[src/design/iosp_consts.svh]
`ifndef IOSP_CONSTS_SVH
`define IOSP_CONSTS_SVH

`define IOSP_ADDR_W         16
`define IOSP_DDR_ADDR       16'hffbd
`define IOSP_ANALOG_ADDR    16'hffbe
`define IOSP_LATCH_ADDR     16'hffbf
`define IOSP_DDR_RST_EXP    8'h81
`define IOSP_DDR_RST_SGL    8'h80
`define IOSP_LATCH_RST      8'h80
`define IOSP_RSVD_BIT       7
`define IOSP_CLK_PIN        0
`define IOSP_STB_PIN        1
`define IOSP_TX_PIN         4
`define IOSP_RX_PIN         5
`define IOSP_SCK_PIN        6

`endif

[src/design/iosp_pkg.sv]
package iosp_pkg;
  // serial unit's use of pins 4..6
  typedef struct packed {
    logic tx_en;
    logic tx_data;
    logic rx_en;
    logic sck_en;
    logic sck_out_en;
    logic sck_out;
  } iosp_ser_s;

  typedef struct packed {
    logic       wr;
    logic       rd;
    logic [15:0] addr;
    logic [7:0] wdata;
  } iosp_bus_s;
endpackage

[src/design/iosp_sync.sv]
`timescale 1ns/10ps
`default_nettype none
// three-stage pin synchroniser; output changes once stages two and three agree
module iosp_sync #(
  parameter int W = 8
) (
  input  wire logic         clk_i,
  input  wire logic         rst_b_i,
  input  wire logic [W-1:0] pin_i,
  output var  logic [W-1:0] lvl_o
);
  logic [W-1:0] s1_q;
  logic [W-1:0] s2_q;
  logic [W-1:0] s3_q;

  always_ff @(posedge clk_i or negedge rst_b_i) begin
    if (!rst_b_i) begin
      s1_q <= '0;
      s2_q <= '0;
      s3_q <= '0;
    end else begin
      s1_q <= pin_i;
      s2_q <= s1_q;
      s3_q <= s2_q;
    end
  end

  genvar g;
  generate
    for (g = 0; g < W; g++) begin : g_bit
      always_ff @(posedge clk_i or negedge rst_b_i) begin
        if (!rst_b_i) begin
          lvl_o[g] <= 1'b0;
        end else if (s2_q[g] == s3_q[g]) begin
          lvl_o[g] <= s3_q[g];
        end
      end
    end
  endgenerate
endmodule
`default_nettype wire

[src/design/iosp_top.sv]
`timescale 1ns/10ps
`default_nettype none
`include "iosp_consts.svh"
module iosp_top
  import iosp_pkg::*;
#(
  parameter int PW = 7
) (
  input  wire logic       MCLK_I,
  input  wire logic       RST_B_I,
  input  wire logic       EXPANDED_I,
  input  wire logic       DUAL_RAM_SLAVE_ENABLE_I,
  input  wire logic       HW_STANDBY_I,
  input  wire logic       SW_STANDBY_I,
  input  wire iosp_bus_s  BUS_I,
  output var  logic [7:0] RDATA_O,
  input  wire logic [7:0] ANALOG_PIN_I,
  output var  logic [7:0] ANALOG_CHANNEL_O,
  input  wire iosp_ser_s  SER_I,
  input  wire logic       SYNC_CLK_I,
  input  wire logic       IO_STROBE_I,
  input  wire logic [PW-1:0] PORT_B_PIN_I,
  output var  logic [PW-1:0] PORT_B_PIN_O,
  output var  logic [PW-1:0] PORT_B_OE_B_O,
  output var  logic [PW-1:0] PORT_B_PULLUP_O,
  output var  logic [3:0] REG_SELECT_O,
  output var  logic       CLOCKED_SERIAL_RX_O,
  output var  logic       CLOCKED_SERIAL_CLOCK_O,
  output var  logic [2:0] EXT_INTERRUPT_O
);
  logic [PW-1:0] dir_q;
  logic [PW-1:0] latch_q;
  logic [PW-1:0] pin_lvl;
  logic [7:0]    ana_lvl;
  logic          mode_exp_q;
  logic          strap_done_q;
  logic          slave;
  logic [PW-1:0] drive_en;
  logic [PW-1:0] drive_val;
  logic [PW-1:0] alt_out;
  logic [PW-1:0] pu_d;
  logic [PW-1:0] pin_rd;
  logic          tx_act;
  logic          rx_act;
  logic          sck_act;
  logic [7:0]    rdata_d;
  logic [7:0]    ddr_rst;

  iosp_sync #(.W(PW)) u_sync_b (
    .clk_i   (MCLK_I),
    .rst_b_i (RST_B_I),
    .pin_i   (PORT_B_PIN_I),
    .lvl_o   (pin_lvl)
  );

  iosp_sync #(.W(8)) u_sync_a (
    .clk_i   (MCLK_I),
    .rst_b_i (RST_B_I),
    .pin_i   (ANALOG_PIN_I),
    .lvl_o   (ana_lvl)
  );

  // mode strap caught after reset release
  always_ff @(posedge MCLK_I or negedge RST_B_I) begin
    if (!RST_B_I) begin
      strap_done_q <= 1'b0;
      mode_exp_q   <= 1'b0;
    end else if (!strap_done_q) begin
      strap_done_q <= 1'b1;
      mode_exp_q   <= EXPANDED_I;
    end
  end

  assign slave = !mode_exp_q && DUAL_RAM_SLAVE_ENABLE_I;
  assign ddr_rst = mode_exp_q ? `IOSP_DDR_RST_EXP : `IOSP_DDR_RST_SGL;
  // serial unit released in software standby
  assign tx_act  = SER_I.tx_en && !SW_STANDBY_I;
  assign rx_act  = SER_I.rx_en && !SW_STANDBY_I;
  assign sck_act = SER_I.sck_en && !SW_STANDBY_I;

  // direction register
  always_ff @(posedge MCLK_I or negedge RST_B_I) begin
    if (!RST_B_I) begin
      dir_q <= '0;
    end else if (!strap_done_q) begin
      dir_q[`IOSP_CLK_PIN] <= EXPANDED_I;
    end else if (HW_STANDBY_I) begin
      dir_q <= ddr_rst[PW-1:0];
    end else if (BUS_I.wr && BUS_I.addr == `IOSP_DDR_ADDR) begin
      dir_q <= BUS_I.wdata[PW-1:0];
    end
  end

  // output latch
  always_ff @(posedge MCLK_I or negedge RST_B_I) begin
    if (!RST_B_I) begin
      latch_q <= '0;
    end else if (HW_STANDBY_I) begin
      latch_q <= '0;
    end else if (BUS_I.wr && BUS_I.addr == `IOSP_LATCH_ADDR) begin
      latch_q <= BUS_I.wdata[PW-1:0];
    end
  end

  // per-pin drive selection
  always_comb begin
    alt_out   = latch_q;
    drive_en  = dir_q;
    drive_val = latch_q;
    pu_d      = ~dir_q & latch_q;
    if (mode_exp_q) begin
      alt_out[`IOSP_CLK_PIN] = SW_STANDBY_I ? 1'b0 : SYNC_CLK_I;
      alt_out[`IOSP_STB_PIN] = IO_STROBE_I;
      drive_val[`IOSP_CLK_PIN] = alt_out[`IOSP_CLK_PIN];
      drive_val[`IOSP_STB_PIN] = alt_out[`IOSP_STB_PIN];
    end
    if (slave) begin
      drive_en[3:0] = 4'h0;
    end
    if (tx_act) begin
      drive_en[`IOSP_TX_PIN]  = 1'b1;
      drive_val[`IOSP_TX_PIN] = SER_I.tx_data;
      pu_d[`IOSP_TX_PIN]      = 1'b0;
    end
    if (rx_act) begin
      drive_en[`IOSP_RX_PIN] = 1'b0;
    end
    if (sck_act) begin
      drive_en[`IOSP_SCK_PIN]  = SER_I.sck_out_en;
      drive_val[`IOSP_SCK_PIN] = SER_I.sck_out;
    end
    if (HW_STANDBY_I) begin
      drive_en = '0;
      pu_d     = '0;
    end
  end

  // pin drivers, all registered
  always_ff @(posedge MCLK_I or negedge RST_B_I) begin
    if (!RST_B_I) begin
      PORT_B_PIN_O    <= '0;
      PORT_B_OE_B_O   <= '1;
      PORT_B_PULLUP_O <= '0;
    end else begin
      PORT_B_PIN_O    <= drive_val;
      PORT_B_OE_B_O   <= ~drive_en;
      PORT_B_PULLUP_O <= pu_d;
    end
  end

  // alternate-function inputs see synchronised pin levels; interrupt inputs see the read value (latch on output pins)
  always_ff @(posedge MCLK_I or negedge RST_B_I) begin
    if (!RST_B_I) begin
      REG_SELECT_O           <= 4'h0;
      CLOCKED_SERIAL_RX_O    <= 1'b0;
      CLOCKED_SERIAL_CLOCK_O <= 1'b0;
      EXT_INTERRUPT_O        <= 3'h0;
      ANALOG_CHANNEL_O       <= 8'h00;
    end else begin
      REG_SELECT_O           <= pin_lvl[3:0];
      CLOCKED_SERIAL_RX_O    <= pin_lvl[`IOSP_RX_PIN];
      CLOCKED_SERIAL_CLOCK_O <= pin_lvl[`IOSP_SCK_PIN];
      EXT_INTERRUPT_O        <= pin_rd[6:4];
      ANALOG_CHANNEL_O       <= ana_lvl;
    end
  end

  // read path: outputs give latch, inputs give live level
  genvar g;
  generate
    for (g = 0; g < PW; g++) begin : g_rd
      assign pin_rd[g] = dir_q[g] ? latch_q[g] : pin_lvl[g];
    end
  endgenerate

  always_comb begin
    rdata_d = 8'h00;
    if (BUS_I.rd) begin
      case (BUS_I.addr)
        `IOSP_ANALOG_ADDR: rdata_d = ana_lvl;
        `IOSP_LATCH_ADDR:  rdata_d = {1'b1, pin_rd};
        `IOSP_DDR_ADDR:    rdata_d = 8'hff;
        default:           rdata_d = 8'h00;
      endcase
    end
  end

  always_ff @(posedge MCLK_I or negedge RST_B_I) begin
    if (!RST_B_I) begin
      RDATA_O <= 8'h00;
    end else begin
      RDATA_O <= rdata_d;
    end
  end

  AST_HWSTBY_HIZ: assert property (@(posedge MCLK_I) disable iff (!RST_B_I)
    HW_STANDBY_I |=> (PORT_B_OE_B_O == '1) && (PORT_B_PULLUP_O == '0))
    else $error("pins not released in hardware standby");
  AST_TX_DRIVE: assert property (@(posedge MCLK_I) disable iff (!RST_B_I)
    (SER_I.tx_en && !SW_STANDBY_I && !HW_STANDBY_I) |=>
      !PORT_B_OE_B_O[4] && !PORT_B_PULLUP_O[4])
    else $error("transmit pin not driven");
  AST_BIT7_READ: assert property (@(posedge MCLK_I) disable iff (!RST_B_I)
    (BUS_I.rd && BUS_I.addr == `IOSP_LATCH_ADDR) |=> RDATA_O[7])
    else $error("reserved bit not read as one");
  AST_ANALOG_READ: assert property (@(posedge MCLK_I) disable iff (!RST_B_I)
    (BUS_I.rd && BUS_I.addr == `IOSP_ANALOG_ADDR) |=> RDATA_O == $past(ana_lvl))
    else $error("analog read mismatch");
  AST_DIR_OUT: assert property (@(posedge MCLK_I) disable iff (!RST_B_I)
    (dir_q[2] && !slave && !HW_STANDBY_I) |=> !PORT_B_OE_B_O[2])
    else $error("pin 2 not driven");
  AST_SLAVE_IN: assert property (@(posedge MCLK_I) disable iff (!RST_B_I)
    (slave && !HW_STANDBY_I) |=> PORT_B_OE_B_O[3:0] == 4'hf)
    else $error("select pin driven in slave mode");
  AST_PULLUP: assert property (@(posedge MCLK_I) disable iff (!RST_B_I)
    (!HW_STANDBY_I && !dir_q[5] && latch_q[5]) |=> PORT_B_PULLUP_O[5])
    else $error("pull-up not enabled");
  AST_SWSTBY_CLK: assert property (@(posedge MCLK_I) disable iff (!RST_B_I)
    (SW_STANDBY_I && mode_exp_q) |=> !PORT_B_PIN_O[0])
    else $error("sync clock not low in software standby");

  AST_STRAP_DIR0: assert property (@(posedge MCLK_I) disable iff (!RST_B_I)
    $rose(strap_done_q) |->
      dir_q[0] == mode_exp_q)
    else $error("direction bit 0 not set from mode strap");

  AST_LATCH_WRITE: assert property (@(posedge MCLK_I) disable iff (!RST_B_I)
    (BUS_I.wr && BUS_I.addr == `IOSP_LATCH_ADDR && !HW_STANDBY_I) |=>
      {1'b0, latch_q} == ($past(BUS_I.wdata) & 8'h7f))
    else $error("latch write not taken");

  AST_DIR_WRITE: assert property (@(posedge MCLK_I) disable iff (!RST_B_I)
    (BUS_I.wr && BUS_I.addr == `IOSP_DDR_ADDR && strap_done_q && !HW_STANDBY_I) |=>
      {1'b0, dir_q} == ($past(BUS_I.wdata) & 8'h7f))
    else $error("direction write not taken");

  AST_DDR_READ: assert property (@(posedge MCLK_I) disable iff (!RST_B_I)
    (BUS_I.rd && BUS_I.addr == `IOSP_DDR_ADDR) |=>
      RDATA_O == 8'hff)
    else $error("direction read not all ones");

  AST_IDLE_RDATA: assert property (@(posedge MCLK_I) disable iff (!RST_B_I)
    !BUS_I.rd |=>
      RDATA_O == 8'h00)
    else $error("read data not cleared when idle");

  AST_LATCH_READ: assert property (@(posedge MCLK_I) disable iff (!RST_B_I)
    (BUS_I.rd && BUS_I.addr == `IOSP_LATCH_ADDR) |=>
      RDATA_O[6:0] == $past(pin_rd))
    else $error("latch read value mismatch");

  AST_PIN_DRIVE: assert property (@(posedge MCLK_I) disable iff (!RST_B_I)
    (dir_q[3] && !slave && !HW_STANDBY_I) |=>
      PORT_B_PIN_O[3] == $past(latch_q[3]))
    else $error("pin 3 not driving latch");

  AST_EXP_CLK: assert property (@(posedge MCLK_I) disable iff (!RST_B_I)
    (mode_exp_q && !SW_STANDBY_I && !HW_STANDBY_I) |=>
      PORT_B_PIN_O[0] == $past(SYNC_CLK_I) && PORT_B_OE_B_O[0] == !$past(dir_q[0]))
    else $error("sync clock pin mismatch");

  AST_EXP_STB: assert property (@(posedge MCLK_I) disable iff (!RST_B_I)
    mode_exp_q |=>
      PORT_B_PIN_O[1] == $past(IO_STROBE_I))
    else $error("io strobe pin mismatch");

  AST_REG_SEL: assert property (@(posedge MCLK_I) disable iff (!RST_B_I)
    slave |=>
      REG_SELECT_O == $past(pin_lvl[3:0]))
    else $error("register select input mismatch");

  AST_GPIO_SGL: assert property (@(posedge MCLK_I) disable iff (!RST_B_I)
    (!mode_exp_q && !DUAL_RAM_SLAVE_ENABLE_I && dir_q[0] && !HW_STANDBY_I) |=>
      !PORT_B_OE_B_O[0] && PORT_B_PIN_O[0] == $past(latch_q[0]))
    else $error("pin 0 not general purpose output");

  AST_TX_DATA: assert property (@(posedge MCLK_I) disable iff (!RST_B_I)
    (tx_act && !HW_STANDBY_I) |=>
      PORT_B_PIN_O[4] == $past(SER_I.tx_data))
    else $error("transmit data mismatch");

  AST_RX_IN: assert property (@(posedge MCLK_I) disable iff (!RST_B_I)
    (rx_act && !HW_STANDBY_I) |=>
      PORT_B_OE_B_O[5])
    else $error("receive pin driven");

  AST_SCK_DRV: assert property (@(posedge MCLK_I) disable iff (!RST_B_I)
    (sck_act && !HW_STANDBY_I) |=>
      PORT_B_OE_B_O[6] == !$past(SER_I.sck_out_en))
    else $error("serial clock direction mismatch");

  AST_SWSTBY_PORT: assert property (@(posedge MCLK_I) disable iff (!RST_B_I)
    (SW_STANDBY_I && !HW_STANDBY_I) |=>
      PORT_B_OE_B_O[6:4] == ~$past(dir_q[6:4]))
    else $error("serial pins not back to port use");

  AST_ANALOG_CH: assert property (@(posedge MCLK_I) disable iff (!RST_B_I)
    1'b1 |=>
      ANALOG_CHANNEL_O == $past(ana_lvl))
    else $error("analog channel mismatch");

  AST_IRQ_LVL: assert property (@(posedge MCLK_I) disable iff (!RST_B_I)
    1'b1 |=>
      EXT_INTERRUPT_O == $past(pin_rd[6:4]))
    else $error("interrupt input mismatch");

endmodule
`default_nettype wire

[config.mk]
export PLATFORM = sky130hd
export DESIGN_NAME = iosp_top
export DESIGN_NICKNAME = d
export VERILOG_FILES = /design/src/design/iosp_pkg.sv /design/src/design/iosp_sync.sv /design/src/design/iosp_top.sv
export VERILOG_INCLUDE_DIRS = /design/src /design/src/design
export SDC_FILE = /design/constraint.sdc
export NUM_CORES = 1
export LEC_CHECK = 0
export ABC_AREA = 1
export BUFFER_PORTS_ARGS = -buffer_cell sky130_fd_sc_hd__buf_2
export CORE_ASPECT_RATIO = 1.2
export CORE_UTILIZATION = 47
export DETAILED_ROUTE_END_ITERATION = 6
export PLACE_DENSITY = 0.74
export SYNTH_ARGS = -nofsm -noshare
export SYNTH_HDL_FRONTEND = slang
export SYNTH_SLANG_ARGS = --single-unit
export TNS_END_PERCENT = 100
[constraint.sdc]
create_clock -name MCLK_I -period 0.92 [get_ports MCLK_I]
set_input_delay 0.092 -clock MCLK_I [delete_from_list [all_inputs] [get_ports MCLK_I]]
set_output_delay 0.092 -clock MCLK_I [all_outputs]
set_load 0.05 [all_outputs]
# Word level (Yosys, flattened, before mapping)
# Cells that the tools add are included.
[word_totals]
input_bits = 55
elab_cells = 94
regBits = 122
output_inout_bits = 46
[classes]
bitwise = 3
n_reduce_logical = 11
mux = 26
n_eq_ne = 19
[op_table]
columns = ["operator", "n"]
rows = [
  ["equality test 16 bit (second input constant)", 3],
  ["2-to-1 mux 7 bit", 6],
  ["case mux 8 bit (3 select lines)", 1],
  ["2-to-1 mux 1 bit", 16],
  ["equality test 1 bit", 15],
  ["inverter 7 bit", 2],
  ["2-to-1 mux 8 bit", 1],
  ["bitwise AND 7 bit", 1],
  ["logical AND 1 bit", 6],
  ["2-to-1 mux 4 bit", 1],
  ["nonzero test 2 bit", 2],
  ["inequality test 3 x 2 -> 1 bit (second input constant)", 1],
  ["logical NOT 1 bit", 2],
  ["2-to-1 mux 2 bit", 1],
  ["AND reduction 2 bit", 1],
]

# Depth between registers and ports, before layout
[depth]
word_depth = 5
mapped_depth = 9

# Hierarchy
# Synthesis repeated with hierarchy kept, for this count alone.
[hier_totals]
cells_unflattened = 370
hier_area_um2 = 4205.3
[modules_own_cells]
columns = ["mod", "n_inst", "area_each_um2", "cells_per_inst"]
rows = [
  ["iosp_top", 1, 2459.9, 250],
  ["iosp_sync (u_sync_a)", 1, 930.9, 64],
  ["iosp_sync (u_sync_b)", 1, 814.5, 56],
]

# Worst setup path after synthesis
# No wires, ideal clock.
[synth_timing]
path_kind = "register to register"
startpoint = "register dir_q[5]"
endpoint = "register RDATA_O[5]"
required_time_ns = 0.807
setup_time_ns = 0.113
stages_incl_launch_ff = 6
synth_period_minus_slack_ns = 1.005
path_slack_ns = -0.085
arrival_time_ns = 0.892
path_cell_list = "dfrtp_1 > mux2_2 > nand2_1 > nand3_1 > nand2_1 > inv_1"
[synth_between]
elab_chain_len = 3
[synth_lines]
columns = ["item", "line_no", "rtl"]
rows = [
  ["start, declared", "iosp_top.sv:31", "logic [PW-1:0] dir_q;"],
  ["start signal, assigned", "iosp_top.sv:88", "dir_q <= ddr_rst[PW-1:0];"],
  ["start signal, assigned", "iosp_top.sv:90", "dir_q <= BUS_I.wdata[PW-1:0];"],
  ["2-to-1 mux 1 bit", "iosp_top.sv:172", "assign pin_rd[g] = dir_q[g] ? latch_q[g] : pin_lvl[g];"],
  ["via pin_rd[5]", "iosp_top.sv:42", "logic [PW-1:0] pin_rd;"],
  ["case mux 8 bit (3 select lines)", "iosp_top.sv:179", "case (BUS_I.addr)"],
  ["2-to-1 mux 8 bit", "iosp_top.sv:178", "if (BUS_I.rd) begin"],
  ["via rdata_d[5]", "iosp_top.sv:46", "logic [7:0] rdata_d;"],
  ["end signal, assigned", "iosp_top.sv:192", "RDATA_O <= rdata_d;"],
  ["end, declared", "iosp_top.sv:16", "output var logic [7:0] RDATA_O,"],
]
# The timed path passes the listed nets, and every way through them passes these cells.
# A chain may end at the register's enable or synchronous reset.

# Final worst setup path
[layout_timing]
startpoint = "register PORT_B_OE_B_O[5]"
endpoint = "output PORT_B_OE_B_O[5]"
[layout_lines]
columns = ["item", "line_no", "rtl"]
rows = [
  ["start, declared", "iosp_top.sv:24", "output var logic [PW-1:0] PORT_B_OE_B_O,"],
  ["start signal, assigned", "iosp_top.sv:146", "PORT_B_OE_B_O <= ~drive_en;"],
]
# No word-level cell between the ends.

==> key figures <==
Yosys
  – Synthesis Warnings: 0
  – Post-synth top cells: 115 x dfrtp_1, 75 x nand2_1, 30 x inv_1
  – Post-synthesis compound-gate area fraction: 3.04%
  – Post-synth top area cell: dfrtp_1
  – Gate Count Post-Synth: roughly 320
  – Synth Cell Area: roughly 0.0041 mm²
  – Post-Synth Adder-Cell Area: under 10%
  – Top-count cell post-synth: dfrtp_1
  – Main flop type after synthesis: dfrtp_1
  – Synthesized flop and latch total: roughly 120
  – EDFF count, synth: 0
  – Main combinational cell family by area after synthesis: simple AND/OR/NAND/NOR gates
  – Synth area leaders: dfrtp_1 70%, nand2_1 6.8%, dfstp_2 4.5%, maj3_1 3.6%, nand3_1 3.5%
  – Yosys cell types: 25
  – Fraction of registers with async set/reset: 100%
  – Mux share of post-synthesis cell area: approximately 1.9%
  – Post-synthesis simple-gate area fraction: 13.4%
  – Syn Nets: approximately 380
  – Xor and xnor area share after synthesis: 0%
  – Syn Area/Cell: roughly 13 µm²
  – Post-synth top area share: 69.8%
  – Seq/Total Area, Yosys: around three quarters

Final layout
  – Fin nets: 573
  – Layout cells sized above 1: between 40% and 50%
  – Antenna diodes: 0
  – Syn-to-layout area delta: 60.4%
  – Fill cell count: ~470

Routing
  – Drt drc: 0
  – Final wirelength: ~11 mm
  – Starting DRT DRC Count: between 200 and 300
  – Via count: roughly 3,200
  – DR pass1 iterations: 4
  – ANT nets after route: 0
  – Drt wl/cell: between 15 and 20 µm
  – Post-DR vias/cell: a little under 5

Pwr
  – PwrDens: between 2000 and 2500 mW/mm²
  – Lkg Pwr: approximately 0.0034 µW
  – Total power: 14,900 µW
  – Worst vdd ir: 1420 µV

CTS
  – Worst-path clk slew: 60 ps
  – Bufs on Longest Clock Path: 2
  – CTS tree: built
  – Hold-fix buffers, CTS: 37
  – H-tree levels: 4
  – CTS Sinks: 122
  – Clock Root Buffer: clkbuf_8
  – Clock Latency Late Sink: around 520 ps
  – Total CTS buffers: 17

Timing
  – Final min period: between 1000 and 1500 ps
  – RSZ-0062 raised after global routing: true
  – Period utilization: 142%
  – Hold Slack: -39.7 ps
  – Final setup viols: 58
  – TNS Setup: -12,490 ps
  – Slew Viols, Final: 0
  – Final Skew: around 7 ps
  – Final worst slack: -391 ps
  – Hold Vio Cnt, Final: 9
  – Fmax: around 0.76 GHz

Floorplan
  – Initial core utilization: ~48%
  – Row cnt: 37
  – Top Ports: approximately 100
  – Die X: slightly below 90 µm
  – Die area: between 0.009 and 0.01 mm²
  – Core ar.: 0.00856 mm²
  – Chip height: ~100 µm

Critical path
  – CP Data Required Time: 830 ps
  – Largest fanout on the critical path: 1
  – Startpoint type of the worst setup path: flip-flop
  – Critical path type: flip-flop to primary output
  – Crit path buffers/inverters: 1
  – Delay-heaviest family, CP: flip-flops
  – Crit-path cells: buf_8
  – CP endpoint kind: primary output
  – CP peak stage delay: 550 ps
  – Critical-path top delay cell: dfstp_2
  – WP data arrival: 1220 ps

GRT
  – First-pass GRT wire length: roughly 18 mm
  – Global-route usage over all layers: between 20% and 30%
  – Number of global-route vias before repair: 3,445
  – Initial antenna violation count: 0
  – Largest net degree at the start of global routing: 46
  – GRT overflow: 0

Placement
  – Final RePlAce weighted congestion: about 0.84
  – Placement Setup Slack: -203 ps
  – I/O Buffers: 99
  – Final HPWL DP: 5.75 mm

Hold path
  – Min-delay worst type: primary input to async pin

Flow run
  – Max Cap Viol: 0

Run status
  – Status: finished with violations
  – Failing checks: hold timing, setup timing
[layer usage]
| metal | global-route usage (%) | routed length, µm | share of wire [%] | up-vias |
|---|---|---|---|---|
| met5 | 0 | 0 | 0 | - |
| met4 | 13.6 | 342 | 3.1 | 0 |
| met3 | 8.77 | 652 | 5.8 | 31 |
| met2 | 47.3 | 6200 | 56 | 126 |
| met1 | 28.6 | 3970 | 36 | 1588 |
| li1 | - | - | - | 1426 |
[power by group]
part           internal (µW)  leakage [µW]  switching, µW  total [µW]
clock                   4510      0.000303           2300        6810
sequential              5760       0.00148            246        6000
combinational            912       0.00158           1130        2040
[worst reg2reg max path: stages, from the launching register on]
cell,delay [ps]
dfrtp_1,420
mux2_4,340
nand2_2,80
nand3_2,50
nand2_1,70
inv_1,40
[worst paths after layout]
check                      cells after the start  slack, ps              from          endpoint
max                                            1       -390  PORT_B_OE_B_O[5]  PORT_B_OE_B_O[5]
max in group asynchronous                      3        420           RST_B_I  PORT_B_OE_B_O[6]
max reg2reg                                    5       -200          dir_q[5]        RDATA_O[5]
min reg2reg                                    0        350  u_sync_b.s1_q[4]  u_sync_b.s2_q[4]
min                                            2        -40           RST_B_I  u_sync_b.s1_q[2]
min in group MCLK_I                            4         40         BUS_I[25]          dir_q[0]
[registers in the layout (all words and copies together), names as in the netlist, 8 cells and up]
name	count
u_sync_a.lvl_o	8
u_sync_a.s1_q	8
u_sync_a.s3_q	8
ANALOG_CHANNEL_O	8
RDATA_O	8
u_sync_a.s2_q	8
[cells by family (layout without fill, tap and decap cells)]
family          count (synthesis)  in the layout
simple gates                  126            126
buf+inv                        36            243
mux                             7              7
compound gates                 17             17
flops                         122            122
other cells                     1              1
fa+ha+maj                      15             15
[layout by cell type, fill, tap and decap left out, types with 11 or more instances in the layout]
cell type / synthesis / routed
nand3_1: 29 / 22
buf_6: 1 / 47
dfrtp_1: 115 / 114
nand2_1: 75 / 58
buf_2: 3 / 52
nor2_1: 11 / 11
buf_4: 1 / 33
clkbuf_16: 0 / 16
dlygate4sd3_1: 0 / 36
nand2_2: 2 / 15
inv_1: 30 / 24
[final cells by class]
cell class,instances,area (µm²),area share (%)
Sequential cell,122,3060,46.3
Timing Repair Buffer,181,1620,24.5
Multi-Input combinational cell,166,1050,15.9
Clock buffer,19,442,6.68
Clock inverter,13,174,2.63
Tap cell,117,146,2.21
Inverter,30,113,1.70
[metrics by stage]
stage | cell area (µm²) | hold slack (ps) | util, % | std cells
3_3_place_gp | 5130 | -41.5 | 59.9 | 571
2_1_floorplan | 4170 | -204 | - | 324
6_report | 6610 | -39.7 | 77.2 | 648
5_1_grt | 6610 | -6.42 | 77.2 | 648
3_5_place_dp | 5130 | -40.7 | 59.9 | 571
4_1_cts | 6500 | 6.42 | 75.9 | 642
[repair_timing]
item | 4_1_cts | 5_1_grt
hold endpoints to repair | 174 | 9
gates resized for setup | 119 | 29
setup buffers | 2 | 9
pin swaps | 3 | 10
endpoints found under the setup margin | 59 | 76
No activity file was read; power rests on OpenSTA's default activity.
